$ cat src/verilog/ldps_defines.vh
// Register map, field positions, reset values and timing for the LED PWM sequencer
`ifndef LDPS_DEFINES_VH
`define LDPS_DEFINES_VH

`define LDPS_CTRL_OFS 8'h00
`define LDPS_PERIOD_OFS 8'h04
`define LDPS_STATUS_OFS 8'h08
`define LDPS_IRQ_STAT_OFS 8'h0C
`define LDPS_IRQ_MASK_OFS 8'h10
`define LDPS_SSREF_OFS 8'h14

`define LDPS_CTRL_RUN_BIT 0
`define LDPS_CTRL_RECT_BIT 1
`define LDPS_CTRL_RST 2'h3
`define LDPS_PERIOD_RST 10'h0FA

`define LDPS_IRQ_OVP_BIT 0
`define LDPS_IRQ_PEAK_BIT 1
`define LDPS_IRQ_SSDONE_BIT 2
`define LDPS_IRQ_SYNC_BIT 3

`define LDPS_CLK_KHZ 125000
`define LDPS_FSW_MIN_KHZ 125
`define LDPS_FSW_MAX_KHZ 1500
`define LDPS_DEAD_NS 35
`define LDPS_POR_CYCLES 12'h800
`define LDPS_SS_CYCLES 11'h400

`endif

$ cat src/verilog/ldps_core.v
// LED driver PWM sequencer: startup, duty latch, gate drive, APB registers
// Operation
// - Cycle start resets duty latch; on-time on high gate (mode low) or low gate.
// - Duty comparator trip sets the latch, ending this cycle's on-time.
// - After lockout release hold gates off for 2048 oscillator cycles.
// - Then ramp the reference monotonically from zero to full over 1024 cycles.
// - Phase clock output is 180 degrees from the active primary gate; under sync the code gives inverted sync, not shifted by the gate lag.
// - An external sync clock disables the internal oscillator and times cycles.
// - Gates never on together; at least 35 ns dead time between them.
// - Overvoltage forces both gates off while it lasts.
// - Peak-current trip ends the on-time at once, cycle by cycle.
// - Internal switching rate programmable 125 kHz to 1.5 MHz; timing scales.
// - After overvoltage clears, redo power-on delay and soft-start before driving.
// - Output enable low shuts both gates off; it idles high.
//
// The APB slave port and the placing of the registers are this design's own decisions.
`timescale 1ns/1ps
`default_nettype none
`include "ldps_defines.vh"

module ldps_core #(
    parameter [11:0] POR_CYCLES = `LDPS_POR_CYCLES,
    parameter [10:0] SS_CYCLES = `LDPS_SS_CYCLES
) (
    // Clock and reset
    input wire pclk,
    input wire presetn,
    // APB slave
    input wire psel,
    input wire penable,
    input wire pwrite,
    input wire [7:0] paddr,
    input wire [31:0] pwdata,
    output reg [31:0] prdata,
    output reg pready,
    output reg pslverr,
    // Comparators and straps
    input wire supply_ok,
    input wire mode_sel,
    input wire output_enable_in,
    input wire duty_comparator,
    input wire peak_current_trip,
    input wire overvoltage_sense_input,
    input wire freq_set_sync_input,
    // Gate drive and outputs
    output reg high_side_gate,
    output reg low_side_gate,
    output reg phase_shifted_clock_out,
    output reg [9:0] soft_start_ref,
    output reg irq
);

    localparam integer PER_MIN_I = `LDPS_CLK_KHZ / `LDPS_FSW_MAX_KHZ;
    localparam integer PER_MAX_I = `LDPS_CLK_KHZ / `LDPS_FSW_MIN_KHZ;
    // Least time, so round up
    localparam integer DEAD_I = (`LDPS_DEAD_NS * (`LDPS_CLK_KHZ / 1000) + 999) / 1000;
    localparam [9:0] PER_MIN = PER_MIN_I[9:0];
    localparam [9:0] PER_MAX = PER_MAX_I[9:0];
    localparam [3:0] DEAD_CYC = DEAD_I[3:0];

    localparam [3:0] ST_OFF = 4'h1;
    localparam [3:0] ST_POR = 4'h2;
    localparam [3:0] ST_SOFT = 4'h4;
    localparam [3:0] ST_RUN = 4'h8;

    function [9:0] clamp_per;
        input [9:0] v;
        begin
            if (v < PER_MIN)
                clamp_per = PER_MIN;
            else if (v > PER_MAX)
                clamp_per = PER_MAX;
            else
                clamp_per = v;
        end
    endfunction

    reg [1:0] ctrl_q;
    reg [9:0] per_q;
    reg [3:0] ist_q;
    reg [3:0] imask_q;
    reg [9:0] cnt_q;
    reg sync_prev_q;
    reg sync_mode_q;
    reg [3:0] state_q;
    reg [3:0] state_d;
    reg [11:0] por_q;
    reg [10:0] ss_q;
    reg latch_q;
    reg latch_d;
    reg [3:0] dead_q;
    reg [3:0] dead_d;
    reg hs_d;
    reg ls_d;
    reg ovp_prev_q;

    wire acc = psel & penable & pready;
    wire wr = acc & pwrite;
    wire sync_rise = freq_set_sync_input & ~sync_prev_q;
    wire [9:0] per_eff = clamp_per(per_q);
    wire osc_wrap = (cnt_q == per_eff - 10'h001);
    // Rising edge of whichever clock is active
    wire cyc_start = sync_mode_q ? sync_rise : osc_wrap;
    wire blank = overvoltage_sense_input | ~output_enable_in | ~ctrl_q[`LDPS_CTRL_RUN_BIT];
    wire drive_ok = (state_q == ST_SOFT) | (state_q == ST_RUN);
    wire primary = ~latch_q & drive_ok & ~blank;
    wire second = latch_q & drive_ok & ~blank & ctrl_q[`LDPS_CTRL_RECT_BIT];
    // Mode picks which gate carries the on-time
    wire want_hs = mode_sel ? second : primary;
    wire want_ls = mode_sel ? primary : second;
    wire ss_done = (state_q == ST_SOFT) & cyc_start & (ss_q == SS_CYCLES - 11'h001);
    wire [3:0] ev = {sync_rise & ~sync_mode_q, ss_done,
                     peak_current_trip & ~latch_q,
                     overvoltage_sense_input & ~ovp_prev_q};

    // Sync detection; the sync source is relied on to stay
    always @(posedge pclk or negedge presetn) begin
        if (!presetn) begin
            sync_prev_q <= 1'b0;
            sync_mode_q <= 1'b0;
            ovp_prev_q <= 1'b0;
        end else begin
            sync_prev_q <= freq_set_sync_input;
            ovp_prev_q <= overvoltage_sense_input;
            if (sync_rise)
                sync_mode_q <= 1'b1;
        end
    end

    // Internal oscillator, stopped once an external clock is seen
    always @(posedge pclk or negedge presetn) begin
        if (!presetn)
            cnt_q <= 10'h000;
        else if (sync_mode_q || osc_wrap || cnt_q >= per_eff)
            cnt_q <= 10'h000;
        else
            cnt_q <= cnt_q + 10'h001;
    end

    // Primary gate trails cycle start by latch, rectifier drop and dead time
    // Shift the phase clock window by the same lag so it stays half a period off the gate
    wire [9:0] gate_lag = ctrl_q[`LDPS_CTRL_RECT_BIT] ? {6'h00, DEAD_CYC} + 10'h002 : 10'h001;
    wire [9:0] clk_rise_at = {1'b0, per_eff[9:1]} + gate_lag;

    // Phase clock runs regardless of blanking
    always @(posedge pclk or negedge presetn) begin
        if (!presetn)
            phase_shifted_clock_out <= 1'b0;
        else if (sync_mode_q)
            phase_shifted_clock_out <= ~freq_set_sync_input;
        else
            phase_shifted_clock_out <= (cnt_q >= clk_rise_at) | (cnt_q < gate_lag);
    end

    // Startup sequencer; overvoltage or lockout restarts it
    always @* begin
        state_d = state_q;
        case (state_q)
            ST_OFF: begin
                if (supply_ok)
                    state_d = ST_POR;
            end
            ST_POR: begin
                if (cyc_start && por_q == POR_CYCLES - 12'h001)
                    state_d = ST_SOFT;
            end
            ST_SOFT: begin
                if (ss_done)
                    state_d = ST_RUN;
            end
            ST_RUN: begin
                state_d = ST_RUN;
            end
            default: state_d = ST_OFF;
        endcase
        if (!supply_ok)
            state_d = ST_OFF;
        else if (overvoltage_sense_input && state_q != ST_OFF)
            state_d = ST_POR;
    end

    always @(posedge pclk or negedge presetn) begin
        if (!presetn) begin
            state_q <= ST_OFF;
            por_q <= 12'h000;
            ss_q <= 11'h000;
            soft_start_ref <= 10'h000;
        end else begin
            state_q <= state_d;
            // Overvoltage pins the count at zero, so the delay restarts whole
            if (state_d != state_q || overvoltage_sense_input) begin
                por_q <= 12'h000;
                ss_q <= 11'h000;
            end else if (cyc_start && state_q == ST_POR) begin
                por_q <= por_q + 12'h001;
            end else if (cyc_start && state_q == ST_SOFT) begin
                ss_q <= ss_q + 11'h001;
            end
            // Only ever steps up during soft-start
            if (state_q == ST_RUN)
                soft_start_ref <= 10'h3FF;
            else if (state_q == ST_SOFT)
                soft_start_ref <= ss_q[9:0];
            else
                soft_start_ref <= 10'h000;
        end
    end

    // Duty latch; set means off-time. A peak trip at cycle start still wins.
    always @* begin
        if (!drive_ok || blank)
            latch_d = 1'b1;
        else if (cyc_start)
            latch_d = peak_current_trip;
        else
            latch_d = latch_q | duty_comparator | peak_current_trip;
    end

    always @(posedge pclk or negedge presetn) begin
        if (!presetn)
            latch_q <= 1'b1;
        else
            latch_q <= latch_d;
    end

    // Break before make: a gate drops at once, the other waits out dead time
    always @* begin
        hs_d = high_side_gate & want_hs;
        ls_d = low_side_gate & want_ls;
        dead_d = dead_q;
        if ((high_side_gate & ~want_hs) | (low_side_gate & ~want_ls)) begin
            dead_d = DEAD_CYC;
        end else if (dead_q != 4'h0) begin
            dead_d = dead_q - 4'h1;
        end else begin
            hs_d = want_hs;
            ls_d = want_ls & ~want_hs;
        end
    end

    // Registered gates add a cycle; blanking still lands within one edge
    always @(posedge pclk or negedge presetn) begin
        if (!presetn) begin
            high_side_gate <= 1'b0;
            low_side_gate <= 1'b0;
            dead_q <= 4'h0;
        end else begin
            high_side_gate <= hs_d;
            low_side_gate <= ls_d;
            dead_q <= dead_d;
        end
    end

    // Registers and interrupt; a new event beats a same-cycle clear
    always @(posedge pclk or negedge presetn) begin
        if (!presetn) begin
            ctrl_q <= `LDPS_CTRL_RST;
            per_q <= `LDPS_PERIOD_RST;
            imask_q <= 4'h0;
            ist_q <= 4'h0;
            irq <= 1'b0;
        end else begin
            if (wr && paddr == `LDPS_CTRL_OFS)
                ctrl_q <= pwdata[1:0];
            if (wr && paddr == `LDPS_PERIOD_OFS)
                per_q <= pwdata[9:0];
            if (wr && paddr == `LDPS_IRQ_MASK_OFS)
                imask_q <= pwdata[3:0];
            if (wr && paddr == `LDPS_IRQ_STAT_OFS)
                ist_q <= (ist_q & ~pwdata[3:0]) | ev;
            else
                ist_q <= ist_q | ev;
            irq <= |(ist_q & imask_q);
        end
    end

    // Zero-wait slave: data latched in setup, ready in access
    always @(posedge pclk or negedge presetn) begin
        if (!presetn) begin
            prdata <= 32'h00000000;
            pready <= 1'b0;
            pslverr <= 1'b0;
        end else begin
            pready <= psel & ~penable;
            pslverr <= 1'b0;
            prdata <= 32'h00000000;
            if (psel && !penable) begin
                case (paddr)
                    `LDPS_CTRL_OFS: prdata <= {30'h0, ctrl_q};
                    `LDPS_PERIOD_OFS: prdata <= {22'h0, per_q};
                    `LDPS_STATUS_OFS: prdata <= {20'h0, state_q, 1'b0, latch_q,
                        low_side_gate, high_side_gate, overvoltage_sense_input,
                        output_enable_in, mode_sel, sync_mode_q};
                    `LDPS_IRQ_STAT_OFS: prdata <= {28'h0, ist_q};
                    `LDPS_IRQ_MASK_OFS: prdata <= {28'h0, imask_q};
                    `LDPS_SSREF_OFS: prdata <= {22'h0, soft_start_ref};
                    default: pslverr <= 1'b1;
                endcase
            end
        end
    end

endmodule
`default_nettype wire

$ cat config.mk
export PLATFORM = sky130hd
export DESIGN_NAME = ldps_core
export DESIGN_NICKNAME = d
export VERILOG_FILES = /design/src/verilog/ldps_core.v
export VERILOG_INCLUDE_DIRS = /design/src /design/src/verilog
export SDC_FILE = /design/constraint.sdc
export NUM_CORES = 1
export LEC_CHECK = 0
export BUFFER_PORTS_ARGS = -buffer_cell sky130_fd_sc_hd__buf_2
export CAP_MARGIN = 20
export CELL_PAD_IN_SITES_DETAIL_PLACEMENT = 1
export CELL_PAD_IN_SITES_GLOBAL_PLACEMENT = 1
export CORE_AREA = 5 5 121 123
export CTS_CLUSTER_SIZE = 8
export DETAILED_ROUTE_END_ITERATION = 8
export DIE_AREA = 0 0 126 128
export GPL_TIMING_DRIVEN = 0
export PLACE_DENSITY_LB_ADDON = 0.1
export RECOVER_POWER = 50
export SYNTH_ARGS = -nofsm -noshare
export SYNTH_HDL_FRONTEND = slang
export SYNTH_SLANG_ARGS = --single-unit
$ cat constraint.sdc
create_clock -name pclk -period 4.25 [get_ports pclk]
set_input_delay 0.6375 -clock pclk [delete_from_list [all_inputs] [get_ports pclk]]
set_output_delay 0.6375 -clock pclk [all_outputs]
set_load 0.03 [all_outputs]
Word-level counts from Yosys, hierarchy flattened:

Index checks and enable logic that the tools add are counted.

* bits in registers: 113
* input bits: 52
* output and inout bits: 48
* logic and storage cells: 146

* add/subtract/negate cells: 6
* magnitude comparators: 5
* eq/ne operators: 15
* multiplexer cells: 33
* bitwise gates (word level): 43
* reduce and logical (&&, ||, !) cells: 23

Operator list (count)
* $pmux W12 S6: 1
* $mux W10: 5
* $mux W12: 3
* $mux W11: 3
* $mux W4: 7
* $and A1 B1 Y1: 20
* $ge A10 B10 Y1: 2
* $eq A8 B4 Y1 const B: 2
* $eq A8 B5 Y1 const B: 2
* $pmux W4 S4: 1
* $add A12 B1 Y12 const B: 1
* $eq A12 B11 Y1 const B: 1
* $mux W1: 12
* $add A11 B1 Y11 const B: 1
* $eq A11 B10 Y1 const B: 1
* $not A1 Y1: 11
* $add A10 B1 Y10 const B: 1
* $add A9 B3 Y10: 1
* $eq A10 B10 Y1: 1
* $gt A10 B10 Y1 const B: 1
* $lt A10 B3 Y1: 1
* $lt A10 B7 Y1 const B: 1
* $sub A10 B1 Y10 const B: 1
* $logic_and A1 B1 Y1: 9
* other kinds (22): 36

Depth between registers and ports, before layout:

* depth after elaboration: 16
* mapped depth: 17
* gate-level depth less buffers: 15

Worst setup path before layout:

Ideal clock, no wire load.

* path kind: flip-flop to flip-flop
* start: reg per_q[6]
* end: reg ss_q[3]
* setup time: 78 ps
* arrival: 3641 ps
* required time: 4172 ps
* path slack: 531 ps
* stages on the path, launching flop included: 15
* path buffers: 1
* period minus slack after synthesis: 3719 ps
* cell sequence: dfstp_2 -> buf_2 -> and4_1 -> nand3_1 -> a21oi_1 -> ha_1 -> inv_1 -> nor4_1 -> and3_1 -> a21oi_1 -> a21boi_0 -> o41ai_4 -> nand4_2 -> or3_1 -> a21oi_1

* longest elaborated chain between the ends: 16
* elaborated cells on any way between the ends: 23
* those cells by class: add/sub (1); order compare (2); eq/ne (3); mux (9); bitwise (2); reduce/logical (6)

RTL lines
* start, declared: line ldps_core.v:79 `reg [9:0] per_q;`
* start signal, assigned: line ldps_core.v:258 `` per_q <= `LDPS_PERIOD_RST; ``
* start signal, assigned: line ldps_core.v:266 `per_q <= pwdata[9:0];`
* $gt A10 B10 Y1: line ldps_core.v:71 `else if (v > PER_MAX)`
* $mux W10: line ldps_core.v:71
* $mux W10 (*): line ldps_core.v:69 `if (v < PER_MIN)`
* $sub A10 B1 Y10 (*): line ldps_core.v:101 `wire osc_wrap = (cnt_q == per_eff - 10'h001);`
* $eq A10 B10 Y1 (*): line ldps_core.v:101
* $mux W1 (*): line ldps_core.v:103 `wire cyc_start = sync_mode_q ? sync_rise : osc_wrap;`
* $and A1 B1 Y1 (2 in a row): line ldps_core.v:111 `wire ss_done = (state_q == ST_SOFT) & cyc_start & (ss_q == SS_CYCLES - 11'h001);`
* $mux W4: line ldps_core.v:168 `if (ss_done)`
* $pmux W4 S4: line ldps_core.v:158 `case (state_q)`
* $mux W4: line ldps_core.v:178 `else if (overvoltage_sense_input && state_q != ST_OFF)`
* $mux W4: line ldps_core.v:176 `if (!supply_ok)`
* $ne A4 B4 Y1: line ldps_core.v:191 `if (state_d != state_q || overvoltage_sense_input) begin`
* $logic_or A1 B1 Y1: line ldps_core.v:191
* $ne A2 B2 Y1 (no line) or $reduce_bool A2 Y1 (tied branches)
* $reduce_and A2 Y1 (no line)
* end signal, assigned: line ldps_core.v:197 `ss_q <= ss_q + 11'h001;`
* end, declared: line ldps_core.v:88 `reg [10:0] ss_q;`

Every way passes the cells marked *; elsewhere a longest branch is shown, timed or not.
A chain may end at the register's enable or synchronous reset.

Worst setup path in the final report:

* start: reg per_q[6]
* end: reg ss_q[7]

Same word-level chain as after synthesis.

==> results.json <==
{
  "yosys.area_share.simple_pct": 20.4,
  "start_util_pct": 41.3,
  "place_congestion": 0.814,
  "crit_end": "ss_q[7]$_DFFE_PN0P_",
  "rr_startpoint": "per_q[6]$_DFFE_PN1P_",
  "syn2layout_area_growth_pct": 17.3,
  "violations": "max-capacitance violations, max-slew violations",
  "clock-sinks": 93,
  "dp_cells": 850,
  "hp-class": "register to register",
  "synth_compound_area_share_pct": 14.6,
  "crit_path_end_kind": "register",
  "rsz0062_at_grt": "no",
  "worst_pin_slew_ns": 2.06,
  "netlist_area_sq_um": 5600,
  "r2r_slack_ns": 0.26,
  "required_ns": 4.53,
  "status": "complete, but fails checks",
  "powerDensity_nw_per_um2": 287,
  "post-route-period-util_pct": 94.0,
  "clk_latency_ns": 0.36,
  "vias_per_cell": 5.41,
  "critPathArrivalTime_ns": 4.28,
  "hold_viol": 0,
  "synth_area_leaders": "dfrtp_1 37%, ha_1 6.5%, dfstp_2 4.7%",
  "cts.clk_slew.worst_paths_ns": 0.07,
  "yosys_warnings": 0,
  "fin_crit_ns": 3.99,
  "grtUsageTotal_pct": 20.4,
  "seq_area_sq_um": 2340,
  "synth-edff-count": 0,
  "crit_fanout": 10,
  "slew_headroom_pct": -37.4,
  "synth_top_area_cell": "dfrtp_1",
  "cts_made_buffers": 9,
  "synth_cell_types": 66,
  "synth_seq_cells": 93,
  "async_flop_share_pct": 100,
  "cp_slowest_stage_delay_ns": 0.52,
  "cts_buffer_depth": 2,
  "crit_path_start": "per_q[6]$_DFFE_PN1P_",
  "avgSynthCellArea_sq_um": 9.44,
  "slew_violations": 39,
  "synth_xor_area_share_pct": 5.57,
  "setup_viol": 0,
  "crit_chain": "buf_2, and4_2, nand3_2, nand2_1, nand2_1, inv_1, ha_1, inv_1, a31oi_2, xnor3_1, o22a_1, o41ai_4, buf_4, buf_4, nand4_2, or3_1, a21oi_1",
  "drc_errors": 0,
  "first_pass_iters": 6,
  "core_sq_um": 13600,
  "setup_tns_ns": 0,
  "synth_top_family_by_area": "simple AND/OR/NAND/NOR gates",
  "grt_pass1_vias": 4995,
  "dp_slack_ns": -0.662,
  "final_common_cell": "dfrtp_1",
  "ys_seq_area_share_pct": 41.8,
  "slowest_stage": "dfstp_2",
  "start_kind": "register",
  "p_leak_nw": 3.16,
  "vdd_ir_drop_max_mv": 0.221,
  "dp_hpwl_mm": 12.2,
  "fin_skew_ns": 0.00775,
  "cts-htree-levels": 3,
  "wl_mm": 15.8,
  "grt_max_degree": 57,
  "muxShareOfSynthArea_pct": 4.89,
  "synthAdderAreaFrac_pct": 6.84,
  "worstSetupPathType": "register to register",
  "rr_worst_depth": 17,
  "drive_gt1_share_pct": 20.7,
  "final_cells": 871,
  "synth_ff_type": "dfrtp_1",
  "die_w_um": 126,
  "r2r-end": "ss_q[7]$_DFFE_PN0P_",
  "drtIter0Drc": 253,
  "grt-ovfl-total": 0,
  "grt_antenna_before_repair": 0,
  "multi_input_area_sq_um": 3060,
  "layout_common_cells": "83 x dfrtp_1, 62 x nand2_1, 49 x buf_2",
  "cts_tree": "yes",
  "rows": 43,
  "cts_root_buffer": "clkbuf_16",
  "drv_cap": 1,
  "clock.fmax_mhz": 250,
  "synthCells": 593,
  "port_buffers": 57,
  "grt_pass1_wl_mm": 26.5,
  "final_nets": 768,
  "worstHoldStart": "ovp_prev_q$_DFF_PN0_",
  "die-area_sq_um": 16100,
  "fillers": 1583,
  "chipHeight_um": 128,
  "post-route-worst-setup-slack_ns": 0.255,
  "vias": 4713,
  "drtAntennaViolNets": 0,
  "drt-wirelength-per-cell_um": 18.2,
  "diodes": 0,
  "synth_top_area_share_pct": 37.1,
  "io_pins": 100
}
==> flip-flops by register name (all words and copies together), names as in the netlist, 2 cells and up <==
signal	count
per_q	10
imask_q	4
dead_q	4
state_q	4
soft_start_ref	10
cnt_q	10
prdata	12
ss_q	11
ctrl_q	2
ist_q	4
por_q	12
==> what timing repair did <==
action	4_1_cts	5_1_grt
hold endpoints to repair	0	0
resized for setup	5	7
setup endpoints to repair	38	24
pin swaps	1	2
hold buffers	0	0
buffers inserted	2	2
==> report_power, final <==
group | switching (mW) | internal [mW] | leakage, nW
clock network | 0.380 | 0.465 | 0.153
logic | 0.0921 | 0.0459 | 1.78
registers | 0.00717 | 0.892 | 1.24
total | 0.479 | 1.40 | 3.16
==> cell usage after synthesis (14+ instances only) <==
cell type  number
a21oi_1        36
mux2_2         19
dfrtp_1        83
clkbuf_1       15
nand3_1        21
xnor2_1        15
buf_4          20
o21ai_0        27
inv_1          23
nor2_1         47
ha_1           29
nand2_1        62
or3_1          17
xor2_1         18
nor4_1         14
==> worst min-delay path by stage <==
stage	cells past startpoint	endpoint	slack, ns
after floorplan	0	cnt_q[0]$_DFF_PN0_	0.34
after global placement	1	ist_q[0]$_DFF_PN0_	0.40
after detailed placement	1	ist_q[0]$_DFF_PN0_	0.41
after CTS	1	cnt_q[2]$_DFF_PN0_	0.26
after global routing	1	ist_q[0]$_DFF_PN0_	0.47
final	1	ist_q[0]$_DFF_PN0_	0.42
==> cells by family (layout without fill, tap and decap cells) <==
family          after synthesis  in the layout
xor+xnor                     34             34
other cells                   2             21
compound gates              120            120
fa+ha+maj                    30             30
simple gates                225            225
buf+inv                      64            143
flops                        93             93
mux                          25             25
==> cell type report <==
class	instances	area share [%]
buffer	41	3.62
clock buffer	9	3.43
clock inverter	7	1.31
inverter	23	1.31
multi-input combinational	455	46.5
sequential	93	35.6
tap	180	3.43
timing repair buffer	63	4.74
==> worst max-delay path: cells and delay by family (launching register included) <==
kind | cells | cell delay, ns
adders and majority gates | 1 | 0.19
buffers and inverters | 5 | 0.78
and+or+nand+nor | 6 | 1.32
AOI/OAI and AO/OA | 4 | 0.90
DFF | 1 | 0.52
xor gates and xnor gates | 1 | 0.24
==> per-stage QoR <==
stage	area, sq um	utilization, %	power, mW	hold slack, ns
2_1_floorplan	5670	-	0.996	0.342
3_3_place_gp	6180	45.6	1.05	0.403
3_5_place_dp	6220	45.8	1.06	0.412
4_1_cts	6560	48.4	1.91	0.260
5_1_grt	6570	48.4	1.97	0.469
6_report	6570	48.4	1.88	0.419
==> metal layers <==
| metal | wire, um | global-route usage [%] | part of all wire, % |
|---|---|---|---|
| met3 | 469 | 4.08 | 3.0 |
| met1 | 7120 | 26.8 | 45 |
| met2 | 8100 | 34.8 | 51 |
| met4 | 161 | 5.05 | 1.0 |
| met5 | 0 | 0 | 0 |
Power figures use the tool's default switching activity.
